## config.mk

```make
export PLATFORM = sky130hd
export DESIGN_NAME = async_serial_port
export DESIGN_NICKNAME = d
export VERILOG_FILES = /design/src/hw/serial_port_pkg.sv /design/src/hw/fifo_if.sv /design/src/hw/sync_fifo.sv /design/src/hw/infrared_serial_codec.sv /design/src/hw/async_serial_port.sv
export SDC_FILE = /design/constraint.sdc
export NUM_CORES = 1
export LEC_CHECK = 0
export CAP_MARGIN = 40
export CORE_MARGIN = 4
export CORE_UTILIZATION = 55
export CTS_CLUSTER_DIAMETER = 80
export CTS_CLUSTER_SIZE = 16
export DETAILED_ROUTE_END_ITERATION = 7
export DONT_BUFFER_PORTS = 1
export PLACE_DENSITY = 0.7
export SYNTH_ARGS = -nofsm -noshare
export SYNTH_HDL_FRONTEND = slang
export SYNTH_SLANG_ARGS = --single-unit
```

## constraint.sdc

```tcl
create_clock -name clk -period 5.65 [get_ports clk]
set_input_delay 0.2825 -clock clk [delete_from_list [all_inputs] [get_ports clk]]
set_output_delay 0.2825 -clock clk [all_outputs]
set_load 0.02 [all_outputs]
```

## src/hw/serial_port_pkg.sv

```systemverilog
// Shared constants and types for the asynchronous serial port
`default_nettype none
package serial_port_pkg;
    localparam int DATA_W = 8;
    localparam int FIFO_DEPTH = 16;
    localparam int OSR_NORMAL = 16;
    localparam int OSR_FAST = 8;
    // Pulse length in counting ticks: 3/16 bit, or 3 low-power clocks
    localparam logic [2:0] IR_PULSE_TICKS = 3'h3;
    // Trigger level codes: 1/8, 1/4, 1/2, 3/4, 7/8 of depth
    localparam logic [2:0] TRIG_1_8 = 3'h0;
    localparam logic [2:0] TRIG_1_4 = 3'h1;
    localparam logic [2:0] TRIG_1_2 = 3'h2;
    localparam logic [2:0] TRIG_3_4 = 3'h3;
    localparam logic [2:0] TRIG_7_8 = 3'h4;
    // Interrupt source bit positions
    localparam int IRQ_RX = 0;
    localparam int IRQ_TX = 1;
    localparam int IRQ_MODEM = 2;
    localparam int IRQ_ERR = 3;
    localparam int IRQ_EOT = 4;
    localparam int IRQ_N = 5;
    // Pin filter reset: rxd idle high, infrared input idle low, cts_n high
    localparam logic [2:0] PIN_IDLE = 3'h5;
    typedef enum logic [2:0] {PAR_NONE, PAR_EVEN, PAR_ODD, PAR_STICK1, PAR_STICK0} parity_t;
endpackage
`default_nettype wire

```

## src/hw/fifo_if.sv

```systemverilog
// Signal bundle between the port core and one character queue
`default_nettype none
interface fifo_if #(parameter int W = 8, parameter int D = 16);
    logic push;
    logic [W-1:0] wdata;
    logic pop;
    logic [W-1:0] rdata;
    logic [$clog2(D):0] count;
    logic full;
    logic empty;
    logic one_deep;
    modport user (output push, wdata, pop, one_deep, input rdata, count, full, empty);
    modport store (input push, wdata, pop, one_deep, output rdata, count, full, empty);
endinterface
`default_nettype wire

```

## src/hw/sync_fifo.sv

```systemverilog
// Character queue with selectable one-entry depth
`default_nettype none
module sync_fifo #(
    parameter int W = 8,
    parameter int D = 16
) (
    input wire logic clk,
    input wire logic rst_n,
    fifo_if.store f
);
    localparam int AW = $clog2(D);
    localparam int CW = AW + 1;
    logic [W-1:0] mem [D];
    logic [AW-1:0] wr_q;
    logic [AW-1:0] rd_q;
    logic [CW-1:0] count_q;

    // Capacity and accepted strobes
    wire logic [CW-1:0] cap = f.one_deep ? CW'(1) : CW'(D);
    wire logic do_push = f.push && !f.full;
    wire logic do_pop = f.pop && !f.empty;
    assign f.full = (count_q >= cap);
    assign f.empty = (count_q == '0);
    assign f.count = count_q;
    assign f.rdata = mem[rd_q];

    // Storage array
    always_ff @(posedge clk) begin
        if (do_push) begin
            mem[wr_q] <= f.wdata;
        end
    end

    // Pointers and fill count
    always_ff @(posedge clk or negedge rst_n) begin
        if (!rst_n) begin
            wr_q <= '0;
            rd_q <= '0;
            count_q <= '0;
        end else begin
            wr_q <= wr_q + AW'(do_push);
            rd_q <= rd_q + AW'(do_pop);
            count_q <= count_q + CW'(do_push) - CW'(do_pop);
        end
    end
endmodule
`default_nettype wire

```

## src/hw/infrared_serial_codec.sv

```systemverilog
// Infrared pulse encoder and decoder for the serial port
`default_nettype none
module infrared_serial_codec (
    input wire logic clk,
    input wire logic rst_n,
    input wire logic tick,
    input wire logic enable,
    input wire logic low_power,
    input wire logic [7:0] lp_div,
    input wire logic bit_start,
    input wire logic tx_bit,
    input wire logic tx_busy,
    input wire logic ir_rx,
    output logic ir_tx,
    output logic rx_line
);
    import serial_port_pkg::*;
    logic [7:0] lp_cnt_q;
    logic [2:0] pcnt_q;
    logic [3:0] rcnt_q;
    logic ir_prev_q;
    logic rx_low_q;

    // Low-power clock divides by lp_div + 1
    wire logic lp_tick = (lp_cnt_q == lp_div);
    wire logic ptick = low_power ? lp_tick : tick;
    // Receive ignored while sending: half-duplex
    wire logic ir_edge = enable && ir_rx && !ir_prev_q && !tx_busy;
    assign rx_line = !rx_low_q;

    // Pulse generation and decoding
    always_ff @(posedge clk or negedge rst_n) begin
        if (!rst_n) begin
            lp_cnt_q <= '0;
            pcnt_q <= '0;
            rcnt_q <= '0;
            ir_prev_q <= 1'b0;
            rx_low_q <= 1'b0;
            ir_tx <= 1'b0;
        end else begin
            lp_cnt_q <= lp_tick ? 8'h00 : lp_cnt_q + 8'h01;
            ir_prev_q <= ir_rx;
            if (enable && bit_start && !tx_bit) begin
                ir_tx <= 1'b1;
                pcnt_q <= '0;
            end else if (ir_tx && ptick) begin
                if (pcnt_q == IR_PULSE_TICKS - 3'h1) begin
                    ir_tx <= 1'b0;
                end
                pcnt_q <= pcnt_q + 3'h1;
            end
            if (ir_edge) begin
                rx_low_q <= 1'b1;
                rcnt_q <= '0;
            end else if (rx_low_q && tick) begin
                if (rcnt_q == 4'(OSR_NORMAL - 1)) begin
                    rx_low_q <= 1'b0;
                end
                rcnt_q <= rcnt_q + 4'h1;
            end
        end
    end
endmodule
`default_nettype wire

```

## src/hw/async_serial_port.sv

```systemverilog
// Asynchronous serial port top: baud timing, framing, queues, status and requests
`default_nettype none
// Summary of operation
// - Bit time is 16 oversampling ticks, or 8 in high-speed mode when infrared mode is off.
// - Separate transmit and receive queues, sixteen eight-bit entries each.
// - Queues can be set to one entry, acting as a double buffer.
// - Level thresholds selectable at 1/8, 1/4, 1/2, 3/4 or 7/8 of depth.
// - Characters carry five to eight data bits after a start bit.
// - Parity even, odd, stick or none, generated and checked.
// - Transmitter sends one or two stop bits as configured.
// - A start bit not still low at mid-check is dropped as false.
// - Break is forced on the plain line on command, except in infrared mode, and detected on receive.
// - Receive, transmit, modem and error sources are individually maskable.
// - One interrupt output is high while any source is pending and unmasked.
// - End-of-transmission source fires once all queued data is sent.
// - Receive single request while data queued; burst at the set level.
// - Transmit single request while space remains; burst at the set level.
// - Infrared codec replaces plain line, half-duplex, up to 115.2 Kbps.
// - Infrared pulse lasts 3/16 bit, or fixed low-power length.
// - Low-power pulse clock divides the reference by 1 to 256.
module async_serial_port #(
    parameter int BAUD_W = 16
) (
    input wire logic clk,
    input wire logic rst_n,
    input wire logic [BAUD_W-1:0] baud_div,
    input wire logic high_speed,
    input wire logic fifo_en,
    input wire logic [1:0] data_bits,
    input wire serial_port_pkg::parity_t parity_mode,
    input wire logic two_stop,
    input wire logic send_break,
    input wire logic [2:0] tx_trig,
    input wire logic [2:0] rx_trig,
    input wire logic ir_en,
    input wire logic ir_low_power,
    input wire logic [7:0] ir_lp_div,
    input wire logic [serial_port_pkg::DATA_W-1:0] tx_data,
    input wire logic tx_wr,
    output logic tx_full,
    output logic [serial_port_pkg::DATA_W-1:0] rx_data,
    input wire logic rx_rd,
    output logic rx_empty,
    output logic frame_err,
    output logic parity_err,
    output logic break_err,
    output logic overrun_err,
    input wire logic err_clr,
    input wire logic [serial_port_pkg::IRQ_N-1:0] int_mask,
    input wire logic [serial_port_pkg::IRQ_N-1:0] int_clr,
    output logic [serial_port_pkg::IRQ_N-1:0] int_status,
    output logic int_out,
    output logic rx_dma_single,
    output logic rx_dma_burst,
    output logic tx_dma_single,
    output logic tx_dma_burst,
    input wire logic rxd,
    output logic txd,
    input wire logic ir_rx,
    output logic ir_tx,
    input wire logic cts_n
);
    import serial_port_pkg::*;
    localparam int CW = $clog2(FIFO_DEPTH) + 1;
    typedef enum logic [2:0] {TX_IDLE, TX_START, TX_DATA, TX_PAR, TX_STOP} tx_state_t;
    typedef enum logic [2:0] {RX_IDLE, RX_START, RX_DATA, RX_PAR, RX_STOP, RX_HOLD} rx_state_t;

    //--------------------------------------------------------------
    // Reset release and pin filtering
    //--------------------------------------------------------------
    logic rst_q1;
    logic rst_sync_n;
    logic [2:0] pin_s1_q;
    logic [2:0] pin_s2_q;
    logic [2:0] pin_s3_q;
    logic [2:0] pin_f_q;

    // Reset released through two flops
    always_ff @(posedge clk or negedge rst_n) begin
        if (!rst_n) begin
            rst_q1 <= 1'b0;
            rst_sync_n <= 1'b0;
        end else begin
            rst_q1 <= 1'b1;
            rst_sync_n <= rst_q1;
        end
    end

    // Three-stage capture; a level counts once stages two and three agree
    wire logic [2:0] pin_agree = ~(pin_s2_q ^ pin_s3_q);
    always_ff @(posedge clk or negedge rst_sync_n) begin
        if (!rst_sync_n) begin
            pin_s1_q <= PIN_IDLE;
            pin_s2_q <= PIN_IDLE;
            pin_s3_q <= PIN_IDLE;
            pin_f_q <= PIN_IDLE;
        end else begin
            pin_s1_q <= {cts_n, ir_rx, rxd};
            pin_s2_q <= pin_s1_q;
            pin_s3_q <= pin_s2_q;
            pin_f_q <= (pin_s2_q & pin_agree) | (pin_f_q & ~pin_agree);
        end
    end

    //--------------------------------------------------------------
    // Baud ticks and character format
    //--------------------------------------------------------------
    logic [BAUD_W-1:0] baud_cnt_q;
    wire logic tick = (baud_cnt_q == baud_div);
    // Infrared operation always uses the x16 rate
    wire logic [4:0] osr = (high_speed && !ir_en) ? 5'(OSR_FAST) : 5'(OSR_NORMAL);
    wire logic [4:0] last_ph = osr - 5'h1;
    wire logic [4:0] half_m1 = {1'b0, osr[4:1]} - 5'h1;
    wire logic [2:0] nbits_m1 = {1'b1, data_bits};
    wire logic [7:0] dmask = 8'hFF >> (2'h3 - data_bits);
    wire logic par_on = (parity_mode != PAR_NONE);

    // Parity value for a masked character
    function automatic logic par_bit(input parity_t m, input logic [7:0] d);
        case (m)
            PAR_EVEN: par_bit = ^d;
            PAR_ODD: par_bit = ~^d;
            PAR_STICK1: par_bit = 1'b1;
            default: par_bit = 1'b0;
        endcase
    endfunction

    // Threshold count for a trigger code at the active depth
    function automatic logic [CW-1:0] trig_level(input logic [2:0] code, input logic one);
        int num;
        int lvl;
        case (code)
            TRIG_1_8: num = 1;
            TRIG_1_4: num = 2;
            TRIG_3_4: num = 6;
            TRIG_7_8: num = 7;
            default: num = 4;
        endcase
        lvl = ((one ? 1 : FIFO_DEPTH) * num) / 8;
        trig_level = CW'(lvl);
    endfunction

    // Free-running oversample divider
    always_ff @(posedge clk or negedge rst_sync_n) begin
        if (!rst_sync_n) begin
            baud_cnt_q <= '0;
        end else begin
            baud_cnt_q <= tick ? '0 : baud_cnt_q + BAUD_W'(1);
        end
    end

    //--------------------------------------------------------------
    // Queues
    //--------------------------------------------------------------
    fifo_if #(.W(DATA_W), .D(FIFO_DEPTH)) txf ();
    fifo_if #(.W(DATA_W), .D(FIFO_DEPTH)) rxf ();
    logic rx_push_q;
    logic [7:0] rsh_q;
    wire logic tx_pop;

    sync_fifo #(.W(DATA_W), .D(FIFO_DEPTH)) u_tx_fifo (
        .clk(clk),
        .rst_n(rst_sync_n),
        .f(txf)
    );
    sync_fifo #(.W(DATA_W), .D(FIFO_DEPTH)) u_rx_fifo (
        .clk(clk),
        .rst_n(rst_sync_n),
        .f(rxf)
    );

    // Queue hookup and level requests
    wire logic [CW-1:0] tx_thr = trig_level(tx_trig, !fifo_en);
    wire logic [CW-1:0] rx_lvl = trig_level(rx_trig, !fifo_en);
    wire logic [CW-1:0] rx_thr = (rx_lvl == '0) ? CW'(1) : rx_lvl;
    assign txf.push = tx_wr;
    assign txf.wdata = tx_data;
    assign txf.pop = tx_pop;
    assign txf.one_deep = !fifo_en;
    assign rxf.push = rx_push_q;
    assign rxf.wdata = rsh_q;
    assign rxf.pop = rx_rd;
    assign rxf.one_deep = !fifo_en;
    assign tx_full = txf.full;
    assign rx_empty = rxf.empty;
    assign rx_data = rxf.rdata;
    assign rx_dma_single = !rxf.empty;
    assign rx_dma_burst = (rxf.count >= rx_thr);
    assign tx_dma_single = !txf.full;
    assign tx_dma_burst = (txf.count <= tx_thr);

    //--------------------------------------------------------------
    // Transmitter
    //--------------------------------------------------------------
    tx_state_t tx_st_q;
    logic [4:0] tph_q;
    logic [2:0] tbit_q;
    logic [7:0] tsh_q;
    logic tpar_q;
    logic tstop_q;
    logic tx_bit_q;
    logic bit_start_q;
    logic tx_done_q;
    wire logic tend = tick && (tph_q == last_ph);
    assign tx_pop = (tx_st_q == TX_IDLE) && !txf.empty && !send_break;

    // Framing sequencer
    always_ff @(posedge clk or negedge rst_sync_n) begin
        if (!rst_sync_n) begin
            tx_st_q <= TX_IDLE;
            tph_q <= '0;
            tbit_q <= '0;
            tsh_q <= '0;
            tpar_q <= 1'b0;
            tstop_q <= 1'b0;
            tx_bit_q <= 1'b1;
            bit_start_q <= 1'b0;
            tx_done_q <= 1'b0;
        end else begin
            bit_start_q <= tend && (tx_st_q != TX_IDLE);
            tx_done_q <= 1'b0;
            if (tick) begin
                tph_q <= tend ? 5'h00 : tph_q + 5'h01;
            end
            case (tx_st_q)
                TX_IDLE: if (tx_pop) begin
                    tx_st_q <= TX_START;
                    tph_q <= '0;
                    tbit_q <= '0;
                    tsh_q <= txf.rdata;
                    tpar_q <= par_bit(parity_mode, txf.rdata & dmask);
                    tx_bit_q <= 1'b0;
                    bit_start_q <= 1'b1;
                end
                TX_START: if (tend) begin
                    tx_st_q <= TX_DATA;
                    tx_bit_q <= tsh_q[0];
                    tsh_q <= tsh_q >> 1;
                end
                TX_DATA: if (tend) begin
                    if (tbit_q == nbits_m1) begin
                        tx_st_q <= par_on ? TX_PAR : TX_STOP;
                        tx_bit_q <= par_on ? tpar_q : 1'b1;
                        tstop_q <= 1'b0;
                    end else begin
                        tbit_q <= tbit_q + 3'h1;
                        tx_bit_q <= tsh_q[0];
                        tsh_q <= tsh_q >> 1;
                    end
                end
                TX_PAR: if (tend) begin
                    tx_st_q <= TX_STOP;
                    tx_bit_q <= 1'b1;
                    tstop_q <= 1'b0;
                end
                TX_STOP: if (tend) begin
                    if (two_stop && !tstop_q) begin
                        tstop_q <= 1'b1;
                    end else begin
                        tx_st_q <= TX_IDLE;
                        tx_done_q <= txf.empty;
                    end
                end
                default: tx_st_q <= TX_IDLE;
            endcase
        end
    end

    // Line driver; infrared mode parks the plain line high
    always_ff @(posedge clk or negedge rst_sync_n) begin
        if (!rst_sync_n) begin
            txd <= 1'b1;
        end else begin
            txd <= ir_en || (!send_break && tx_bit_q);
        end
    end

    //--------------------------------------------------------------
    // Infrared codec
    //--------------------------------------------------------------
    logic ir_line;
    infrared_serial_codec u_ir (
        .clk(clk),
        .rst_n(rst_sync_n),
        .tick(tick),
        .enable(ir_en),
        .low_power(ir_low_power),
        .lp_div(ir_lp_div),
        .bit_start(bit_start_q),
        .tx_bit(tx_bit_q && !send_break),
        .tx_busy(tx_st_q != TX_IDLE),
        .ir_rx(pin_f_q[1]),
        .ir_tx(ir_tx),
        .rx_line(ir_line)
    );

    //--------------------------------------------------------------
    // Receiver
    //--------------------------------------------------------------
    rx_state_t rx_st_q;
    logic [4:0] rph_q;
    logic [2:0] rbit_q;
    logic rpar_q;
    logic [2:0] rerr_q;
    wire logic line = ir_en ? ir_line : pin_f_q[0];
    wire logic rend = tick && (rph_q == last_ph);
    wire logic rmid = tick && (rph_q == half_m1);
    wire logic par_bad = par_on && (rpar_q != par_bit(parity_mode, rsh_q & dmask));

    // Character assembly
    always_ff @(posedge clk or negedge rst_sync_n) begin
        if (!rst_sync_n) begin
            rx_st_q <= RX_IDLE;
            rph_q <= '0;
            rbit_q <= '0;
            rsh_q <= '0;
            rpar_q <= 1'b0;
            rerr_q <= '0;
            rx_push_q <= 1'b0;
        end else begin
            rx_push_q <= 1'b0;
            rerr_q <= '0;
            if (tick) begin
                rph_q <= rend ? 5'h00 : rph_q + 5'h01;
            end
            case (rx_st_q)
                RX_IDLE: if (!line) begin
                    rx_st_q <= RX_START;
                    rph_q <= '0;
                    rbit_q <= '0;
                    rsh_q <= '0;
                    rpar_q <= 1'b0;
                end
                RX_START: if (rmid) begin
                    rph_q <= '0;
                    rx_st_q <= line ? RX_IDLE : RX_DATA;
                end
                RX_DATA: if (rend) begin
                    rsh_q[rbit_q] <= line;
                    if (rbit_q == nbits_m1) begin
                        rx_st_q <= par_on ? RX_PAR : RX_STOP;
                    end else begin
                        rbit_q <= rbit_q + 3'h1;
                    end
                end
                RX_PAR: if (rend) begin
                    rpar_q <= line;
                    rx_st_q <= RX_STOP;
                end
                RX_STOP: if (rend) begin
                    rx_push_q <= 1'b1;
                    rerr_q[0] <= !line;
                    rerr_q[1] <= par_bad;
                    rerr_q[2] <= !line && (rsh_q == 8'h00) && !rpar_q;
                    rx_st_q <= line ? RX_IDLE : RX_HOLD;
                end
                RX_HOLD: if (line) begin
                    rx_st_q <= RX_IDLE;
                end
                default: rx_st_q <= RX_IDLE;
            endcase
        end
    end

    //--------------------------------------------------------------
    // Error flags and interrupt sources
    //--------------------------------------------------------------
    logic [3:0] err_q;
    logic cts_prev_q;
    logic [IRQ_N-1:0] pend_q;
    wire logic [3:0] err_set = {rx_push_q && rxf.full, rerr_q};
    wire logic [IRQ_N-1:0] irq_ev;
    assign irq_ev[IRQ_RX] = rx_dma_burst;
    assign irq_ev[IRQ_TX] = tx_dma_burst;
    assign irq_ev[IRQ_MODEM] = (pin_f_q[2] != cts_prev_q);
    assign irq_ev[IRQ_ERR] = |err_set;
    assign irq_ev[IRQ_EOT] = tx_done_q;
    assign {overrun_err, break_err, parity_err, frame_err} = err_q;
    assign int_status = pend_q;
    assign int_out = |(pend_q & int_mask);

    // Sticky flags; a new event beats a clear in the same cycle
    always_ff @(posedge clk or negedge rst_sync_n) begin
        if (!rst_sync_n) begin
            err_q <= '0;
            cts_prev_q <= 1'b1;
            pend_q <= '0;
        end else begin
            err_q <= err_set | (err_q & ~{4{err_clr}});
            cts_prev_q <= pin_f_q[2];
            pend_q <= irq_ev | (pend_q & ~int_clr);
        end
    end
endmodule
`default_nettype wire

```

==> flow_metrics.env <==
export IMPL_status="finished, final reports clean"
export IMPL_first_global_vias=9647
export IMPL_antenna_cells=0
export IMPL_finalSetupViolations=0
export IMPL_max_cap_violations=0
export IMPL_maxSlewViolCount=0
export IMPL_cp_common_cell="inv_1"
export IMPL_pwr_share_clk_pct=28.8
export IMPL_worstPathArrival_ns=3.69
export IMPL_die_w_um=184.3
export IMPL_synth_top_area_share_pct=44.98
export IMPL_synth_avg_cell_area_um2=14.53
export IMPL_route_vias_total=9484
export IMPL_hp_class="input port to register"
export IMPL_combPwrFrac_pct=16.7
export IMPL_max_stage_delay_ns=0.64
export IMPL_tightest_slew_ns=0.8481
export IMPL_synth_top_cell_by_area="edfxtp_1"
export IMPL_area_growth_pct=8.763
export IMPL_path_class="register to register"
export IMPL_crit_required_ns=5.84
export IMPL_clkSlewWorstSetupHoldPaths_ns=0.08
export IMPL_powerDensity_mw_per_mm2=349.4
export IMPL_final_period_utilization_pct=62.02
export IMPL_fin_setup_tns_ns=0
export IMPL_die_y_um=184.3
export IMPL_slowest_stage="nor2_1"
export IMPL_core_mm2=0.03059
export IMPL_place_congestion=0.8743
export IMPL_dp_hpwl_um=22340
export IMPL_grt_total_usage_pct=19.69
export IMPL_nets=1315
export IMPL_cp_num_buf_inv=2
export IMPL_synth_commonest_cells="256 x edfxtp_1, 122 x dfrtp_1, 107 x nor2_1"
export IMPL_yosysWarnings=0
export IMPL_clock_sinks=389
export IMPL_p_sw_share_pct=27.74
export IMPL_syn_inst=1176
export IMPL_p_seq_share_pct=54.5
export IMPL_slew_headroom_pct=43.25
export IMPL_cts_tree="built"
export IMPL_synth_area_leaders="edfxtp_1 45%, dfrtp_1 18%, mux4_2 7.1%"
export IMPL_final_setup_skew_ns=0.01701
export IMPL_fmax_ghz=0.2854
export IMPL_overflow=0
export IMPL_whs_ns=0.03724
export IMPL_drtIter0Drc=711
export IMPL_first_pass_iters=5
export IMPL_antenna_found_initial=0
export IMPL_switchingPower_w=0.001802
export IMPL_drive_gt1_share_pct=11.05
export IMPL_clock_latency_ns=0.55
export IMPL_cpLargestDelayFamily="simple AND/OR/NAND/NOR gates"
export IMPL_synth_cell_types=77
export IMPL_ys_seq_elements=389
export IMPL_ir_worst_vdd_mv=0.3090
export IMPL_crit_path_cell_trace="inv_1 -> ha_1 -> inv_1 -> o2111ai_1 -> a21oi_1 -> and2_1 -> or3b_2 -> nor2_1"
export IMPL_drc_errors=0
export IMPL_syn_cell_area_mm2=0.01709
export IMPL_yosysSeqAreaShare_pct=64.54
export IMPL_grt_pass1_wl_um=53350
export IMPL_clock_path_buffers=3
export IMPL_wl_per_cell_um=20.27
export IMPL_start_util_pct=55.87
export IMPL_routed_wirelength_um=32790
export IMPL_port_buffers=0
export IMPL_rsz0062_at_grt="false"
export IMPL_async_flop_share_pct=34.19
export IMPL_rows=64
export IMPL_htree_levels=1
export IMPL_ant_nets=0
export IMPL_yosysMostFrequentCell="edfxtp_1"
export IMPL_finalHoldViolations=0
export IMPL_viasPerCell=5.862
export IMPL_synth_edff_count=256
export IMPL_worstReg2RegStart="u_tx_fifo.f.count[1]"
export IMPL_cp_end_kind="register"
export IMPL_ios=93
export IMPL_hold_start="ir_en"
export IMPL_p_int_w=0.004693
export IMPL_p_leak_nw=7.199
export IMPL_grt_max_degree=53
export IMPL_cts_root_buf="clkbuf_16"
export IMPL_critical_path_max_fanout=8
export IMPL_crit_start="u_tx_fifo.f.count[1]"
export IMPL_finalCriticalPeriod_ns=3.504
export IMPL_cp_start_kind="register"
export IMPL_die_area_mm2=0.03396
export IMPL_synth_flop_cell="edfxtp_1"
export IMPL_syn_nets=1290
export IMPL_cts_buffers=28
[worst register-to-register path, stage by stage (launching register included)]
cell and delay (ns):
dfrtp_1 0.45, inv_1 0.13, ha_1 0.22, inv_1 0.05, o2111ai_1 0.11, a21oi_1 0.53, and2_1 0.46, or3b_2 0.55
nor2_1 0.64
[through the flow]
stage / utilization [%] / setup WS [ns] / total power, W / cell area (um2) / cells
6_report: 60.77 / 2.146 / 0.006494 / 18590 / 1618
3_5_place_dp: 57.35 / 2.177 / 0.004669 / 17540 / 1544
5_1_grt: 60.77 / 1.935 / 0.006851 / 18590 / 1618
4_1_cts: 60.77 / 2.157 / 0.006572 / 18590 / 1618
3_3_place_gp: 56.96 / 2.014 / 0.004628 / 17420 / 1532
2_1_floorplan: - / 1.689 / 0.004414 / 17090 / 1176
[final timing paths]
check                                           end  slack, ns  cells after the start
worst max-delay path            u_tx_fifo.mem[4][7]       2.15                      8
worst min-delay path                 u_ir.pcnt_q[1]       0.04                      2
worst max register to register  u_tx_fifo.mem[4][7]       2.15                      8
worst min register to register          pin_s1_q[1]       0.31                      0
max in group asynchronous         u_rx_fifo.rd_q[1]       4.00                      2
min in group asynchronous               pin_s1_q[1]       0.31                      0
[final cells by class]
cell class                 count  area [um2]
clock inverter                 2       15.01
tap                          396       495.5
sequential                   389       11040
timing repair buffer          43       409.1
multi-input combinational    696        5669
fill                        2305       12000
clock buffer                  49       800.8
inverter                      43       161.4
[cells by family (layout without fill, tap and decap cells)]
group	Yosys count	count (layout)	share of synthesized area, %
compound gates	166	166	6.552
xor+xnor	84	84	4.385
fa+ha+maj	50	50	3.705
buf+inv	91	137	2.321
flops	389	389	64.54
mux	100	100	10.01
other cells	1	1	0.02194
simple gates	295	295	8.471
[per-layer routing]
| metal | vias up | track usage (%) | part of all wire [%] |
|---|---|---|---|
| li1 | 4467 | - | - |
| met1 | 4797 | 26.87 | 43 |
| met2 | 181 | 34.89 | 52 |
| met3 | 39 | 2.191 | 3.1 |
| met4 | 0 | 3.697 | 1.9 |
| met5 | - | 0 | 0 |
[state kept, by name, indices dropped and copies added (netlist names), 5 cells and up, named ones only]
name               cells
baud_cnt_q            16
int_status             5
rph_q                  5
rsh_q                  8
tph_q                  5
tsh_q                  8
u_ir.lp_cnt_q          8
u_rx_fifo.f.count      5
u_rx_fifo.mem        128
u_tx_fifo.f.count      5
u_tx_fifo.mem        128
[power by group through the flow]
stage,registers (W),logic (W),clock network [W]
3_3_place_gp,0.00361,0.00102,0
3_5_place_dp,0.00360,0.00107,0
6_report,0.00354,0.00108,0.00187
2_1_floorplan,0.00342,0.000990,0
5_1_grt,0.00358,0.00123,0.00205
4_1_cts,0.00354,0.00110,0.00193
[cells in the final DEF (no fill, tap or decap), drive strengths merged, types with 3 or more instances in the layout]
master and n:
a21o 13, a21oi 35, a221oi 16, a22o 4, a22oi 9, a31oi 5
and2 5, and3 7, buf 20, clkbuf 49, dfrtp 122, dfstp 11
dlygate4sd3 23, edfxtp 256, ha 45, inv 44, maj3 3, mux2i 43
mux4 56, nand2 45, nand2b 14, nand3 31, nand3b 5, nand4 17
nor2 107, nor2b 10, nor3 24, nor3b 4, nor4 5, o2111ai 3
o21a 3, o21ai 52, o41ai 4, or2 3, or3 10, xnor2 56
xor2 27
[repair_timing]
| item | CTS | global route |
|---|---|---|
| hold buffers | 23 | 0 |
| buffers inserted | 0 | 0 |
| hold endpoints to repair | 147 | 0 |
| resized for setup | 0 | 0 |
Note: power is estimated with default switching activity, not from simulation.
